**src/iad_defs.vh**
```
`ifndef IAD_DEFS_VH
`define IAD_DEFS_VH

// System clock period and the rate-select time step.
`define IAD_CLK_NS      50
`define IAD_T_STEP_NS   800
`define IAD_T_STEP_CYC  ((`IAD_T_STEP_NS + `IAD_CLK_NS - 1) / `IAD_CLK_NS)

// Timing counter width, word length and soft reset codes.
`define IAD_CNT_W       12
`define IAD_FULL_BITS   4'h8
`define IAD_GCALL_BYTE  8'h00
`define IAD_SRST_ARM    2'h2
`define IAD_SRST_FIRE   2'h1

// Receive FIFO shape.
`define IAD_FIFO_W      8
`define IAD_FIFO_DEPTH  32
`define IAD_FIFO_AW     5
`endif

```
**src/iad_fifo.v**
```verilog
`timescale 1ns/100ps
module iad_fifo #(
    parameter W     = 8,
    parameter DEPTH = 32,
    parameter AW    = 5
) (
    input  wire         clock,
    input  wire         rst,
    input  wire         in_valid,
    input  wire [W-1:0] in_data,
    output wire         in_ready,
    output reg          out_valid,
    output reg  [W-1:0] out_data,
    input  wire         out_ready
);
    reg  [W-1:0] mem [0:DEPTH-1];
    reg  [AW-1:0] wptr;
    reg  [AW-1:0] rptr;
    reg  [AW:0]   mcnt;
    wire          push;
    wire          pop;

    // The output stage is a register, so one word more than DEPTH fits.
    assign in_ready = (mcnt != DEPTH[AW:0]);
    assign push     = in_valid & in_ready;
    assign pop      = (mcnt != {(AW+1){1'b0}}) & (~out_valid | out_ready);

    // Storage writes need no reset.
    always @(posedge clock) begin
        if (push) begin
            mem[wptr] <= in_data;
        end
    end

    // Pointers, fill count and the registered output word.
    always @(posedge clock) begin
        if (rst) begin
            wptr      <= {AW{1'b0}};
            rptr      <= {AW{1'b0}};
            mcnt      <= {(AW+1){1'b0}};
            out_valid <= 1'b0;
            out_data  <= {W{1'b0}};
        end else begin
            if (push) begin
                wptr <= (wptr == DEPTH[AW-1:0] - 1'b1) ? {AW{1'b0}}
                                                       : wptr + 1'b1;
            end
            if (pop) begin
                rptr      <= (rptr == DEPTH[AW-1:0] - 1'b1) ? {AW{1'b0}}
                                                            : rptr + 1'b1;
                out_data  <= mem[rptr];
                out_valid <= 1'b1;
            end else if (out_ready) begin
                out_valid <= 1'b0;
            end
            if (push & ~pop) begin
                mcnt <= mcnt + 1'b1;
            end else if (pop & ~push) begin
                mcnt <= mcnt - 1'b1;
            end
        end
    end
endmodule

```
**src/iad_core.v**
```verilog
`timescale 1ns/100ps
`include "iad_defs.vh"
module iad_core #(
    parameter CNT_W      = `IAD_CNT_W,
    parameter FIFO_DEPTH = `IAD_FIFO_DEPTH,
    parameter FIFO_AW    = `IAD_FIFO_AW
) (
    input  wire       clock,
    input  wire       rst,
    input  wire       interface_power_enable,
    input  wire       interface_mode_select,
    input  wire       free_format_select,
    input  wire [6:0] own_slave_address_field,
    input  wire       address_detect_disable,
    input  wire       ack_mode,
    input  wire [2:0] bit_count_field,
    input  wire [2:0] rate_select,
    input  wire       cr2_write,
    input  wire       wr_master_select,
    input  wire       wr_transmit_select,
    input  wire       wr_bus_occupied,
    input  wire       wr_service_pending,
    input  wire [1:0] wr_soft_reset_field,
    input  wire       dbr_write,
    input  wire [7:0] dbr_wdata,
    input  wire       dbr_read,
    input  wire       scl_in,
    input  wire       sda_in,
    output reg        scl_out,
    output reg        scl_oe_n,
    output reg        sda_out,
    output reg        sda_oe_n,
    output reg        address_match_flag,
    output reg        general_call_flag,
    output reg        last_bit_flag,
    output reg        bus_occupied,
    output reg        master_select,
    output reg        transmit_select,
    output reg        service_pending,
    output reg        xfer_irq,
    output reg  [7:0] dbr_rdata,
    output wire       rx_valid,
    output wire [7:0] rx_data,
    input  wire       rx_ready
);
    localparam G_IDLE  = 2'h0;
    localparam G_START = 2'h1;
    localparam G_LOW   = 2'h2;
    localparam G_HIGH  = 2'h3;

    reg  [2:0]       scl_sync;
    reg  [2:0]       sda_sync;
    reg              scl_s;
    reg              sda_s;
    reg              scl_q;
    reg              sda_q;
    reg              srst_armed;
    reg              srst_pulse;
    reg  [3:0]       bit_cnt;
    reg  [7:0]       shreg;
    reg  [7:0]       tx_shift;
    reg              first_byte;
    reg              addressed;
    reg              dir_bit;
    reg  [1:0]       gen_state;
    reg  [CNT_W-1:0] gen_cnt;
    reg              gen_low;
    wire             lrst;
    wire             scl_rise;
    wire             scl_fall;
    wire             start_det;
    wire             stop_det;
    wire [3:0]       nbits;
    wire [3:0]       total;
    wire [3:0]       bit_inc;
    wire [7:0]       rx_full;
    wire             last_rise;
    wire             word_end;
    wire             addr_hit;
    wire             gc_hit;
    wire             ff_first;
    wire             engaged;
    wire             start_cmd;
    wire             ack_low;
    wire             data_low;
    wire             fifo_in_ready;
    wire             push;
    wire             stretch_cond;
    wire             stretch_now;
    wire [3:0]       rate_cnt;
    wire [31:0]      thigh_full;
    wire [CNT_W-1:0] thigh_cyc;
    wire [CNT_W-1:0] tlow_cyc;

    // The whole engine idles while the interface is unpowered or in
    // port mode, so a half-configured block never touches the bus.
    assign lrst = rst | srst_pulse | ~interface_power_enable
                | ~interface_mode_select;

    // Bus edges and conditions, seen only through the filtered levels.
    assign scl_rise  = scl_s & ~scl_q;
    assign scl_fall  = ~scl_s & scl_q;
    assign start_det = scl_s & scl_q & sda_q & ~sda_s;
    assign stop_det  = scl_s & scl_q & ~sda_q & sda_s;

    // Word length: a zero count field means a full eight-bit word.
    assign nbits   = (bit_count_field == 3'h0) ? `IAD_FULL_BITS
                                               : {1'b0, bit_count_field};
    assign total   = nbits + {3'h0, ack_mode};
    assign bit_inc = bit_cnt + 4'h1;
    assign rx_full = {shreg[6:0], sda_s};
    assign last_rise = scl_rise & (bit_inc == nbits);
    assign word_end  = scl_fall & (bit_cnt == total) & bus_occupied;
    assign engaged   = master_select | addressed;

    // Address compare uses the upper seven bits; bit zero is direction.
    assign addr_hit = ~address_detect_disable & ~free_format_select
                    & ~master_select & first_byte
                    & ((rx_full == `IAD_GCALL_BYTE)
                     | (rx_full[7:1] == own_slave_address_field));
    assign gc_hit   = ~address_detect_disable & ~free_format_select
                    & ~master_select & first_byte
                    & (rx_full == `IAD_GCALL_BYTE);
    assign ff_first = free_format_select & ~master_select & first_byte;

    // A start is only launched on a free bus with acknowledge clocks on.
    assign start_cmd = cr2_write & wr_master_select & wr_transmit_select
                     & wr_bus_occupied & wr_service_pending
                     & ~bus_occupied & ack_mode;

    // A slave acknowledges its own address even when it turns to send.
    assign ack_low  = ack_mode & engaged & (bit_cnt == nbits)
                    & (master_select ? ~transmit_select
                                     : (first_byte | ~transmit_select));
    assign data_low = engaged & (((bit_cnt < nbits) & transmit_select
                                  & ~tx_shift[7]) | ack_low);

    // Received data words go to the stream; the address byte does not.
    assign push = last_rise & ~transmit_select & (engaged | ff_first)
                & ~(first_byte & ~free_format_select);

    // SCL is held low while service_pending is clear or, when receiving, the FIFO is full.
    assign stretch_cond = engaged & bus_occupied
                        & (~service_pending
                         | (~transmit_select & ~fifo_in_ready));
    assign stretch_now  = stretch_cond & (~scl_s | ~scl_oe_n);

    // High time steps with the rate field; low time is twice as long.
    assign rate_cnt   = {1'b0, rate_select} + 4'h1;
    assign thigh_full = rate_cnt * `IAD_T_STEP_CYC;
    assign thigh_cyc  = thigh_full[CNT_W-1:0];
    assign tlow_cyc   = {thigh_cyc[CNT_W-2:0], 1'b0};

    // Three-stage pin synchronisers; a level is taken once the last two
    // stages agree, which also rejects single-sample glitches.
    always @(posedge clock) begin
        if (rst) begin
            scl_sync <= 3'h7;
            sda_sync <= 3'h7;
            scl_s    <= 1'b1;
            sda_s    <= 1'b1;
            scl_q    <= 1'b1;
            sda_q    <= 1'b1;
        end else begin
            scl_sync <= {scl_sync[1:0], scl_in};
            sda_sync <= {sda_sync[1:0], sda_in};
            if (scl_sync[1] == scl_sync[2]) begin
                scl_s <= scl_sync[2];
            end
            if (sda_sync[1] == sda_sync[2]) begin
                sda_s <= sda_sync[2];
            end
            scl_q <= scl_s;
            sda_q <= sda_s;
        end
    end

    // Soft reset needs the arm code and then the fire code in turn.
    always @(posedge clock) begin
        if (rst) begin
            srst_armed <= 1'b0;
            srst_pulse <= 1'b0;
        end else begin
            srst_pulse <= 1'b0;
            if (cr2_write) begin
                srst_armed <= (wr_soft_reset_field == `IAD_SRST_ARM);
                srst_pulse <= srst_armed
                            & (wr_soft_reset_field == `IAD_SRST_FIRE);
            end
        end
    end

    // Bit engine, bus state and the software-visible control bits.
    always @(posedge clock) begin
        if (lrst) begin
            bit_cnt           <= 4'h0;
            shreg             <= 8'h00;
            tx_shift          <= 8'h00;
            first_byte        <= 1'b0;
            addressed         <= 1'b0;
            dir_bit           <= 1'b0;
            general_call_flag <= 1'b0;
            last_bit_flag     <= 1'b0;
            bus_occupied      <= 1'b0;
            master_select     <= 1'b0;
            transmit_select   <= 1'b0;
            service_pending   <= 1'b1;
            xfer_irq          <= 1'b0;
            dbr_rdata         <= 8'h00;
        end else begin
            xfer_irq <= 1'b0;
            if (cr2_write) begin
                master_select   <= wr_master_select;
                transmit_select <= wr_transmit_select;
            end
            if (start_cmd) begin
                dir_bit <= tx_shift[0];
            end
            if (dbr_write) begin
                tx_shift <= dbr_wdata;
            end
            if (start_det) begin
                bus_occupied      <= 1'b1;
                general_call_flag <= 1'b0;
                bit_cnt           <= 4'h0;
                first_byte        <= 1'b1;
                addressed         <= 1'b0;
            end else if (stop_det) begin
                bus_occupied      <= 1'b0;
                general_call_flag <= 1'b0;
                bit_cnt           <= 4'h0;
                first_byte        <= 1'b0;
                addressed         <= 1'b0;
                master_select     <= 1'b0;
                transmit_select   <= 1'b0;
            end else if (scl_rise) begin
                last_bit_flag <= sda_s;
                bit_cnt       <= bit_inc;
                if (bit_cnt < nbits) begin
                    shreg <= rx_full;
                    if (transmit_select & engaged) begin
                        tx_shift <= {tx_shift[6:0], 1'b0};
                    end
                end
                if (last_rise) begin
                    dbr_rdata <= rx_full;
                    if (addr_hit | ff_first) begin
                        addressed <= 1'b1;
                    end
                    if (addr_hit) begin
                        transmit_select <= rx_full[0];
                    end
                    if (gc_hit) begin
                        general_call_flag <= 1'b1;
                    end
                end
            end else if (word_end) begin
                // The ack sampled at the last rise is what is seen here.
                bit_cnt    <= 4'h0;
                first_byte <= 1'b0;
                if (engaged) begin
                    xfer_irq        <= 1'b1;
                    service_pending <= 1'b0;
                end
                if (master_select & first_byte & ~last_bit_flag) begin
                    transmit_select <= ~dir_bit;
                end
            end
            // Software can only set pending, and a set beats the clear.
            if (dbr_write | (cr2_write & wr_service_pending)) begin
                service_pending <= 1'b1;
            end
        end
    end

    // Match flag: set at the last data rise of the first word, and a set arriving
    // with a buffer access wins so the event is never dropped.
    always @(posedge clock) begin
        if (lrst) begin
            address_match_flag <= 1'b0;
        end else begin
            if (dbr_write | dbr_read) begin
                address_match_flag <= 1'b0;
            end
            if (last_rise & addr_hit) begin
                address_match_flag <= 1'b1;
            end
            if (last_rise & ff_first) begin
                address_match_flag <= 1'b1;
            end
        end
    end

    // Master clock generator. The high count restarts while another party holds
    // the line low and the low count while the core itself stretches, so slow slaves stretch the clock safely.
    always @(posedge clock) begin
        if (lrst) begin
            gen_state <= G_IDLE;
            gen_cnt   <= {CNT_W{1'b0}};
            gen_low   <= 1'b0;
        end else begin
            case (gen_state)
                G_IDLE: begin
                    gen_low <= 1'b0;
                    if (start_cmd) begin
                        gen_state <= G_START;
                        gen_cnt   <= thigh_cyc;
                    end
                end
                G_START: begin
                    if (gen_cnt == {CNT_W{1'b0}}) begin
                        gen_state <= G_LOW;
                        gen_low   <= 1'b1;
                        gen_cnt   <= tlow_cyc;
                    end else begin
                        gen_cnt <= gen_cnt - 1'b1;
                    end
                end
                G_LOW: begin
                    if (stretch_cond) begin
                        gen_cnt <= tlow_cyc;
                    end else if (gen_cnt == {CNT_W{1'b0}}) begin
                        gen_state <= G_HIGH;
                        gen_low   <= 1'b0;
                    end else begin
                        gen_cnt <= gen_cnt - 1'b1;
                    end
                end
                G_HIGH: begin
                    if (~scl_s) begin
                        gen_cnt <= thigh_cyc;
                    end else if (gen_cnt == {CNT_W{1'b0}}) begin
                        gen_state <= G_LOW;
                        gen_low   <= 1'b1;
                        gen_cnt   <= tlow_cyc;
                    end else begin
                        gen_cnt <= gen_cnt - 1'b1;
                    end
                end
                default: begin
                    gen_state <= G_IDLE;
                    gen_low   <= 1'b0;
                end
            endcase
            // Losing master mode (a stop) stops the generator once it is past G_START.
            if (~master_select & (gen_state != G_IDLE)
                & (gen_state != G_START)) begin
                gen_state <= G_IDLE;
                gen_low   <= 1'b0;
            end
        end
    end

    // Pin drivers. SDA only changes while SCL is low, except for the
    // start condition itself, so no false start or stop is produced.
    always @(posedge clock) begin
        if (lrst) begin
            scl_out  <= 1'b0;
            sda_out  <= 1'b0;
            scl_oe_n <= 1'b1;
            sda_oe_n <= 1'b1;
        end else begin
            scl_out  <= 1'b0;
            sda_out  <= 1'b0;
            scl_oe_n <= ~(gen_low | stretch_now);
            if (gen_state == G_START) begin
                sda_oe_n <= 1'b0;
            end else if (~scl_s) begin
                sda_oe_n <= ~data_low;
            end
        end
    end

    iad_fifo #(
        .W     (`IAD_FIFO_W),
        .DEPTH (FIFO_DEPTH),
        .AW    (FIFO_AW)
    ) u_fifo (
        .clock     (clock),
        .rst       (lrst),
        .in_valid  (push),
        .in_data   (rx_full),
        .in_ready  (fifo_in_ready),
        .out_valid (rx_valid),
        .out_data  (rx_data),
        .out_ready (rx_ready)
    );
endmodule

```
**config.mk**
```make
export PLATFORM = sky130hd
export DESIGN_NAME = iad_core
export DESIGN_NICKNAME = d
export VERILOG_FILES = /design/src/iad_fifo.v /design/src/iad_core.v
export VERILOG_INCLUDE_DIRS = /design/src
export SDC_FILE = /design/constraint.sdc
export NUM_CORES = 1
export LEC_CHECK = 0
export ABC_AREA = 0
export BUFFER_PORTS_ARGS = -buffer_cell sky130_fd_sc_hd__buf_2
export CAP_MARGIN = 40
export CORE_ASPECT_RATIO = 2
export CORE_MARGIN = 3
export CORE_UTILIZATION = 49
export CTS_BUF_LIST = sky130_fd_sc_hd__clkbuf_8 sky130_fd_sc_hd__clkbuf_16
export DETAILED_ROUTE_END_ITERATION = 12
export GPL_ROUTABILITY_DRIVEN = 0
export PLACE_DENSITY = 0.66
export SLEW_MARGIN = 20
export SYNTH_ARGS = -nofsm -noshare
export SYNTH_HDL_FRONTEND = slang
export SYNTH_SLANG_ARGS = --single-unit
export TNS_END_PERCENT = 50
```
**constraint.sdc**
```tcl
create_clock -name clock -period 5.6 [get_ports clock]
set_input_delay 1.12 -clock clock [delete_from_list [all_inputs] [get_ports clock]]
set_output_delay 1.12 -clock clock [all_outputs]
set_load 0.01 [all_outputs]
```
==> summary.md, run 1 <==
| Metric | Value |
|---|---|
| Reg clk slew, reported paths | 0.07 ns |
| Antenna Nets Post-Route | 0 |
| Hold depth | 1 |
| RSZ-0062 raised after global routing | false |
| Post-synth EDFFs | 256 |
| Die area | 32140 um^2 |
| Sequential share of the synthesized area | 65.03% |
| Total congestion overflow | 0 |
| Initial cell density of the core | 49.65% |
| Routed wl met3 | 1046 um |
| Max-Slew Margin vs Limit | 44.11% |
| Final non-filler cell total | 1450 |
| Yosys Warn Count | 0 |
| Status | finished clean |
| Post-cts sizing count | 0 |
| Dpl hpwl | 22470 um |
| Core ar. | 29510 um^2 |
| Clock Path Buffers | 3 |
| Final worst slack | 1.662 ns |
| Cells after DPL | 1400 |
| Area Overhead vs Synth | 10.72% |
| Setup violators final | 0 |
| Area of the multi-input gates | 4838 um^2 |
| Number of global-route vias before repair | 8823 |
| Die W | 128.3 um |
| Reg2Reg Depth | 13 |
| Count of cell types in the netlist | 71 |
| # diodes | 0 |
| Period Utilization, post-route | 70.33% |
| CP Launch Type | input pin |
| CTS H-Tree Depth | 1 |
| IO Port Bufs | 66 |
| Largest net degree at the start of global routing | 42 |
| Max Used Layer | met4 |
| First-pass GRT wire length | 49160 um |
| Critical Path AT | 4.36 ns |
| Critical Path End Type | register |
| Iteration-0 DRC Markers | 497 |
| Synth Instances | 1008 |
| Num rows | 89 |
| Max-cap violation count | 0 |
| Average wire per standard cell | 22.08 um |
| #FFs+latches synth | 348 |
| CP Data Required Time | 6.02 ns |
| DR vias/cell | 5.795 |
| Main flop type after synthesis | edfxtp_1 |
| Clock latency on the worst-skew pair | 0.54 ns |
| Fin. Hold Viols | 0 |
| Post-Syn Area | 14650 um^2 |
| Fin util | 54.98% |
| Layout cell share with drive strength beyond 1 | 19.98% |
| Average size of a mapped cell | 14.54 um^2 |
| Ports | 69 |
| Leak | 5.344 nW |
| Max Fclk | 0.2539 GHz |
| Area contributors post-synth | edfxtp_1, dfxtp_1, mux4_2 |
| Worst Path Max Fanout | 12 |
| Number of antenna violations at the first check in global routing | 0 |
| CTS buffer count | 27 |
| PD cells | 287.4 nW/um^2 |
| Fin nets | 1129 |
| Kind of critical path | in2reg |
| Final setup TNS | 0 ns |
| DP Worst Slack | 1.117 ns |
| WL met1 | 11020 um |
| Period minus WS final | 3.938 ns |
| Final Skew | 0.009471 ns |
| Met2 WL | 18650 um |
| CTS tree | done |
| Register area | 9535 um^2 |
| Slew Viols, Final | 0 |
| Clk sink count | 348 |
| Aggregate global-route resource usage | 20.10% |
| Post-CTS Setup Bufs | 0 |
| Root Driver | clkbuf_16 |
| Fillers | 2394 |
| Post-Route WL | 32020 um |
| Die Ht | 250.6 um |
| Synth top area share | 52.46% |
| Pre-antenna DRT Iters | 5 |
| Worst-margin pin slew | 0.8372 ns |
| Vias | 8403 |
| Worst min path class | reg2reg |
| Peak VDD IR | 0.2405 mV |
| Synth async-reset ratio | 0% |
| Drt drc | 0 |
| Synth area leader | edfxtp_1 |
| Number of hold buffers added after cts | 0 |
-- registers in the layout, indices dropped and copies added (netlist names), 2 cells and up --
| register | cells |
|---|---|
| shreg | 7 |
| u_fifo.wptr | 5 |
| tx_shift | 8 |
| bit_cnt | 4 |
| u_fifo.rptr | 5 |
| sda_sync | 3 |
| u_fifo.out_data | 8 |
| scl_sync | 3 |
| dbr_rdata | 8 |
| u_fifo.mcnt | 6 |
| gen_cnt | 12 |
| gen_state | 2 |
| u_fifo.mem | 256 |
-- synth_stat cells (9+ instances only) --
cell	number
or2_2	9
a211oi_1	11
and3_1	12
xnor2_1	15
mux2i_1	53
edfxtp_1	256
dfxtp_1	92
a21oi_1	46
clkbuf_1	37
nand2_1	47
nand3_1	12
mux4_2	64
o22ai_1	18
nor3_1	21
inv_1	19
o21ai_0	28
xor2_1	14
ha_1	22
nor2_1	108
nand2b_1	9
-- worst max-delay path, cell delays in order --
cell	delay, ns
buf_2	0.14
xor3_1	0.34
or4_4	0.56
nor4b_4	0.28
buf_4	0.24
ha_1	0.22
inv_1	0.14
ha_1	0.31
a21o_1	0.17
a21o_1	0.21
a211o_1	0.31
o211ai_1	0.11
xnor2_1	0.14
nor2_1	0.05
-- metrics by stage --
stage | hold slack (ns) | total power (W) | area [um^2]
after floorplan | 0.3895 | 0.002831 | 14660
after global placement | 0.3958 | 0.002857 | 15330
after detailed placement | 0.4005 | 0.002858 | 15350
after CTS | 0.4178 | 0.004703 | 16220
after global routing | 0.4194 | 0.004796 | 16220
final | 0.4140 | 0.004663 | 16220
-- metal layers --
metal	track usage (%)	up-vias
li1	-	3955
met1	20.58	4176
met2	40.01	203
met3	2.155	69
met4	7.984	0
met5	0	-
-- path summary, 6_finish.rpt --
path	start	to	slack, ns
worst min-delay path	scl_sync[0]	scl_sync[1]	0.41
worst min register to register	scl_sync[0]	scl_sync[1]	0.41
worst max-delay path	bit_count_field[2]	u_fifo.mcnt[5]	1.66
worst max register to register	scl_s	u_fifo.mcnt[5]	1.79
-- layout make-up --
type | instances | area share [%]
clock buffer | 32 | 4.589
clock inverter | 17 | 0.7327
inverter | 20 | 0.4627
multi-input combinational | 588 | 29.82
sequential | 348 | 58.78
tap | 364 | 2.807
timing repair buffer | 81 | 2.807
-- cells in the final DEF, fill, tap and decap left out, types with 7 or more instances in the layout --
cell	instances
nand2b_1	9
buf_2	66
o21ai_0	28
nand2_1	47
clkinv_2	7
nor2b_1	7
clkbuf_16	27
ha_1	22
nand3_1	11
dfxtp_1	89
nor2_1	108
or2_2	9
inv_1	23
a211oi_1	11
mux2i_1	53
o22ai_1	18
mux4_2	64
buf_4	13
nor3_1	21
xor2_1	14
and3_1	12
a21oi_1	46
edfxtp_1	256
nor4_1	7
nand3b_1	7
xnor2_1	15
-- kinds of logic (layout without fill, tap and decap cells) --
logic type / count (synthesis) / after routing / synth area share, %
AO/OA/AOI/OAI: 140 / 140 / 6.088
multiplexers: 119 / 119 / 13.61
flip-flops: 348 / 348 / 65.03
AND/OR/NAND/NOR: 273 / 273 / 9.171
other: 1 / 2 / 0.02559
buffers and inverters: 73 / 150 / 2.007
adder cells (fa/ha/maj): 23 / 23 / 2.015
XOR/XNOR: 31 / 31 / 2.049
-- report_power, final --
part / switching, W / internal [W] / leakage [nW] / total, W
clock: 0.000864 / 0.000998 / 0.445 / 0.00186
combinational: 0.0000387 / 0.0000286 / 1.85 / 0.0000672
sequential: 0.00000284 / 0.00273 / 3.05 / 0.00273
No activity file was read; power rests on OpenSTA's default activity.
==> inputs of run 2 (changes only) <==
PLACE_DENSITY = 0.68   (was 0.66)
clock period = 3.54 ns   (was 5.6 ns; I/O delays follow)
==> run 2 against run 1 <==
  * Register-to-register slack got worse by 1.6 ns
  * Die area unchanged
  * Sequential cell count stayed put
  * Design area is 3.3% higher
  * Sequential share of layout area decreased by 1.9 points
  * Critical path type is now reg2reg
  * Largest cell class unchanged
  * Clock skew is 0.0052 ns higher
  * Highest routed layer unchanged
  * Setup slack worse by 1.5 ns
  * Total power up 62%
  * Combinational power rose by 65%
  * Routed wire length shrank 1.2%
==> summary.md, run 2 (synthesized netlist as in run 1, its figures left out) <==
| Metric | Value |
|---|---|
| Status | finished clean |
| Core ar. | 29510 um^2 |
| CTS tree | done |
| Design area | 16770 um^2 |
| Clock Path Buffers | 3 |
| Top reg by flops | u_fifo.mem |
| Max Fclk | 0.2972 GHz |
| Leak | 5.653 nW |
| Max-Slew Margin vs Limit | 41.98% |
| Largest register FFs | 256 |
| Pre-antenna DRT Iters | 4 |
| Total congestion overflow | 0 |
| Number of hold buffers added after cts | 0 |
| Worst hold slack | 0.3361 ns |
| Iteration-0 DRC Markers | 546 |
| Post-CTS Setup Bufs | 0 |
| RSZ-0062 raised after global routing | false |
| CP Data Required Time | 3.96 ns |
| M1 GR Usage | 21.44% |
| Max-cap violation count | 0 |
| Largest regs | u_fifo.mem (256), gen_cnt (12) |
| Number of global-route vias before repair | 9043 |
| Average wire per standard cell | 21.01 um |
| Ports | 69 |
| CP max-delay cell | or4_4 |
| Antenna Nets Post-Route | 0 |
| Fin nets | 1182 |
| # diodes | 0 |
| DP Worst Slack | -0.1482 ns |
| Initial cell density of the core | 49.65% |
| Critical Path AT | 3.78 ns |
| Period minus WS final | 3.365 ns |
| Largest net degree at the start of global routing | 54 |
| Die Ht | 250.6 um |
| Clock share of power | 41.4% |
| Slew Viols, Final | 0 |
| Clk sink count | 348 |
| Net Sw Frac | 19.19% |
| Layout cell share with drive strength beyond 1 | 23.58% |
| Fin. Hold Viols | 0 |
| First-pass GRT wire length | 49600 um |
| Crit-path cells | ha_1 -> xor3_1 -> or4_4 -> nor4b_4 -> ha_4 -> inv_4 -> fa_1 -> a21o_1 -> a21oi_1 -> xor2_1 -> nor2_1 -> a21oi_1 -> nor2_1 |
| Met2 global-route usage | 37.77% |
| CTS buffer count | 28 |
| CP Launch Type | register |
| Sequential Power Share | 57.1% |
| CP delay by family, top | simple AND/OR/NAND/NOR gates |
| Total power | 0.007569 W |
| Cell Int Power | 0.006116 W |
| DR vias/cell | 5.735 |
| Gr busiest metal | met2 |
| Die area | 32140 um^2 |
| Buf/Inv on CP | 1 |
| Worst min path class | in2reg |
| Clock latency on the worst-skew pair | 0.55 ns |
| Period Utilization, post-route | 95.05% |
| Post-Route WL | 31630 um |
| CTS H-Tree Depth | 1 |
| Final Skew | 0.01462 ns |
| Reg clk slew, reported paths | 0.07 ns |
| Kind of critical path | reg2reg |
| Critical Path End Type | register |
| Drt drc | 0 |
| Area Overhead vs Synth | 14.42% |
| Die W | 128.3 um |
| Peak VDD IR | 0.4421 mV |
| Dpl hpwl | 22520 um |
| Worst Path Max Fanout | 6 |
| Logic pwr share | 1.5% |
| Aggregate global-route resource usage | 20.11% |
| Net Sw Power | 0.001453 W |
| Commonest non-fill, non-tap cells in the layout | edfxtp_1, nor2_1, dfxtp_1 |
| Global Route met3 Usage | 1.942% |
| Number of antenna violations at the first check in global routing | 0 |
| Setup violators final | 0 |
| Max stage delay on crit path | 0.58 ns |
| Vias | 8631 |
| Final worst slack | 0.1752 ns |
| Root Driver | clkbuf_16 |
| Commonest non-fill, non-tap cell in the layout | edfxtp_1 |
| Worst-margin pin slew | 0.8629 ns |
| Area post-placement | 15810 um^2 |
| Fin util | 56.82% |
| PD cells | 451.4 nW/um^2 |
| Num rows | 89 |
| IO Port Bufs | 66 |
==> run 2: cell count changes in the layout (fill, tap and decap cells not counted), sizes merged <==
| cell | delta |
|---|---|
| inv | -1 |
| buf | +53 |
| bufinv | +2 |
| clkinv | +2 |
| clkinvlp | +1 |
| clkbuf | -2 |
==> run 2: path summary, 6_finish.rpt <==
path	start	to	slack (ns)	depth (start not counted)
min reg2reg	sda_sync[0]	sda_sync[1]	0.41	1
max reg2reg	bit_cnt[0]	u_fifo.mcnt[4]	0.18	13
min	sda_in	sda_sync[0]	0.34	2
max	bit_cnt[0]	u_fifo.mcnt[4]	0.18	13
==> run 2: cell type report <==
cell class                      count  area [um^2]
Multi-Input combinational cell    588         4863
Fill cell                        2310        12740
Clock inverter                     21        180.2
Clock buffer                       31        753.2
Sequential cell                   348         9538
Timing Repair Buffer              133        898.4
Tap cell                          364        455.4
Inverter                           20        77.57
==> run 2: stage by stage <==
step                cells  setup TNS [ns]
global route         1505               0
finish               1505               0
floorplan            1009        -0.01063
detailed placement   1452         -0.3357
CTS                  1504               0
global placement     1451         -0.2232
==> run 2: worst register-to-register path, delay by kind of cell, from the launching register on <==
kind	cells	cell delay [ns]
buf+inv	1	0.05
simple gates	4	1.04
flops	1	0.44
fa+ha+maj	3	0.86
xor+xnor	2	0.39
compound gates	3	0.45
==> run 2: power by group through the flow <==
stage	registers [W]	clock network, W	logic, W
after floorplan	0.00441	0	0.0000640
after global placement	0.00441	0	0.000108
after detailed placement	0.00441	0	0.000110
after CTS	0.00432	0.00321	0.000111
after global routing	0.00432	0.00334	0.000122
final	0.00432	0.00314	0.000111
==> run 2: repair_timing <==
item                                   CTS  global route
resized for setup                        0             0
endpoints found under the hold margin    0             0
setup endpoints to repair                0             1
==> run 2: metal layers <==
metal  share of wire [%]  vias up  wire [um]
li1                    -     4048          -
met1                  35     4267      11040
met2                  56      223      17780
met3                 3.2       93       1013
met4                 5.7        0       1788
met5                   0        -          0
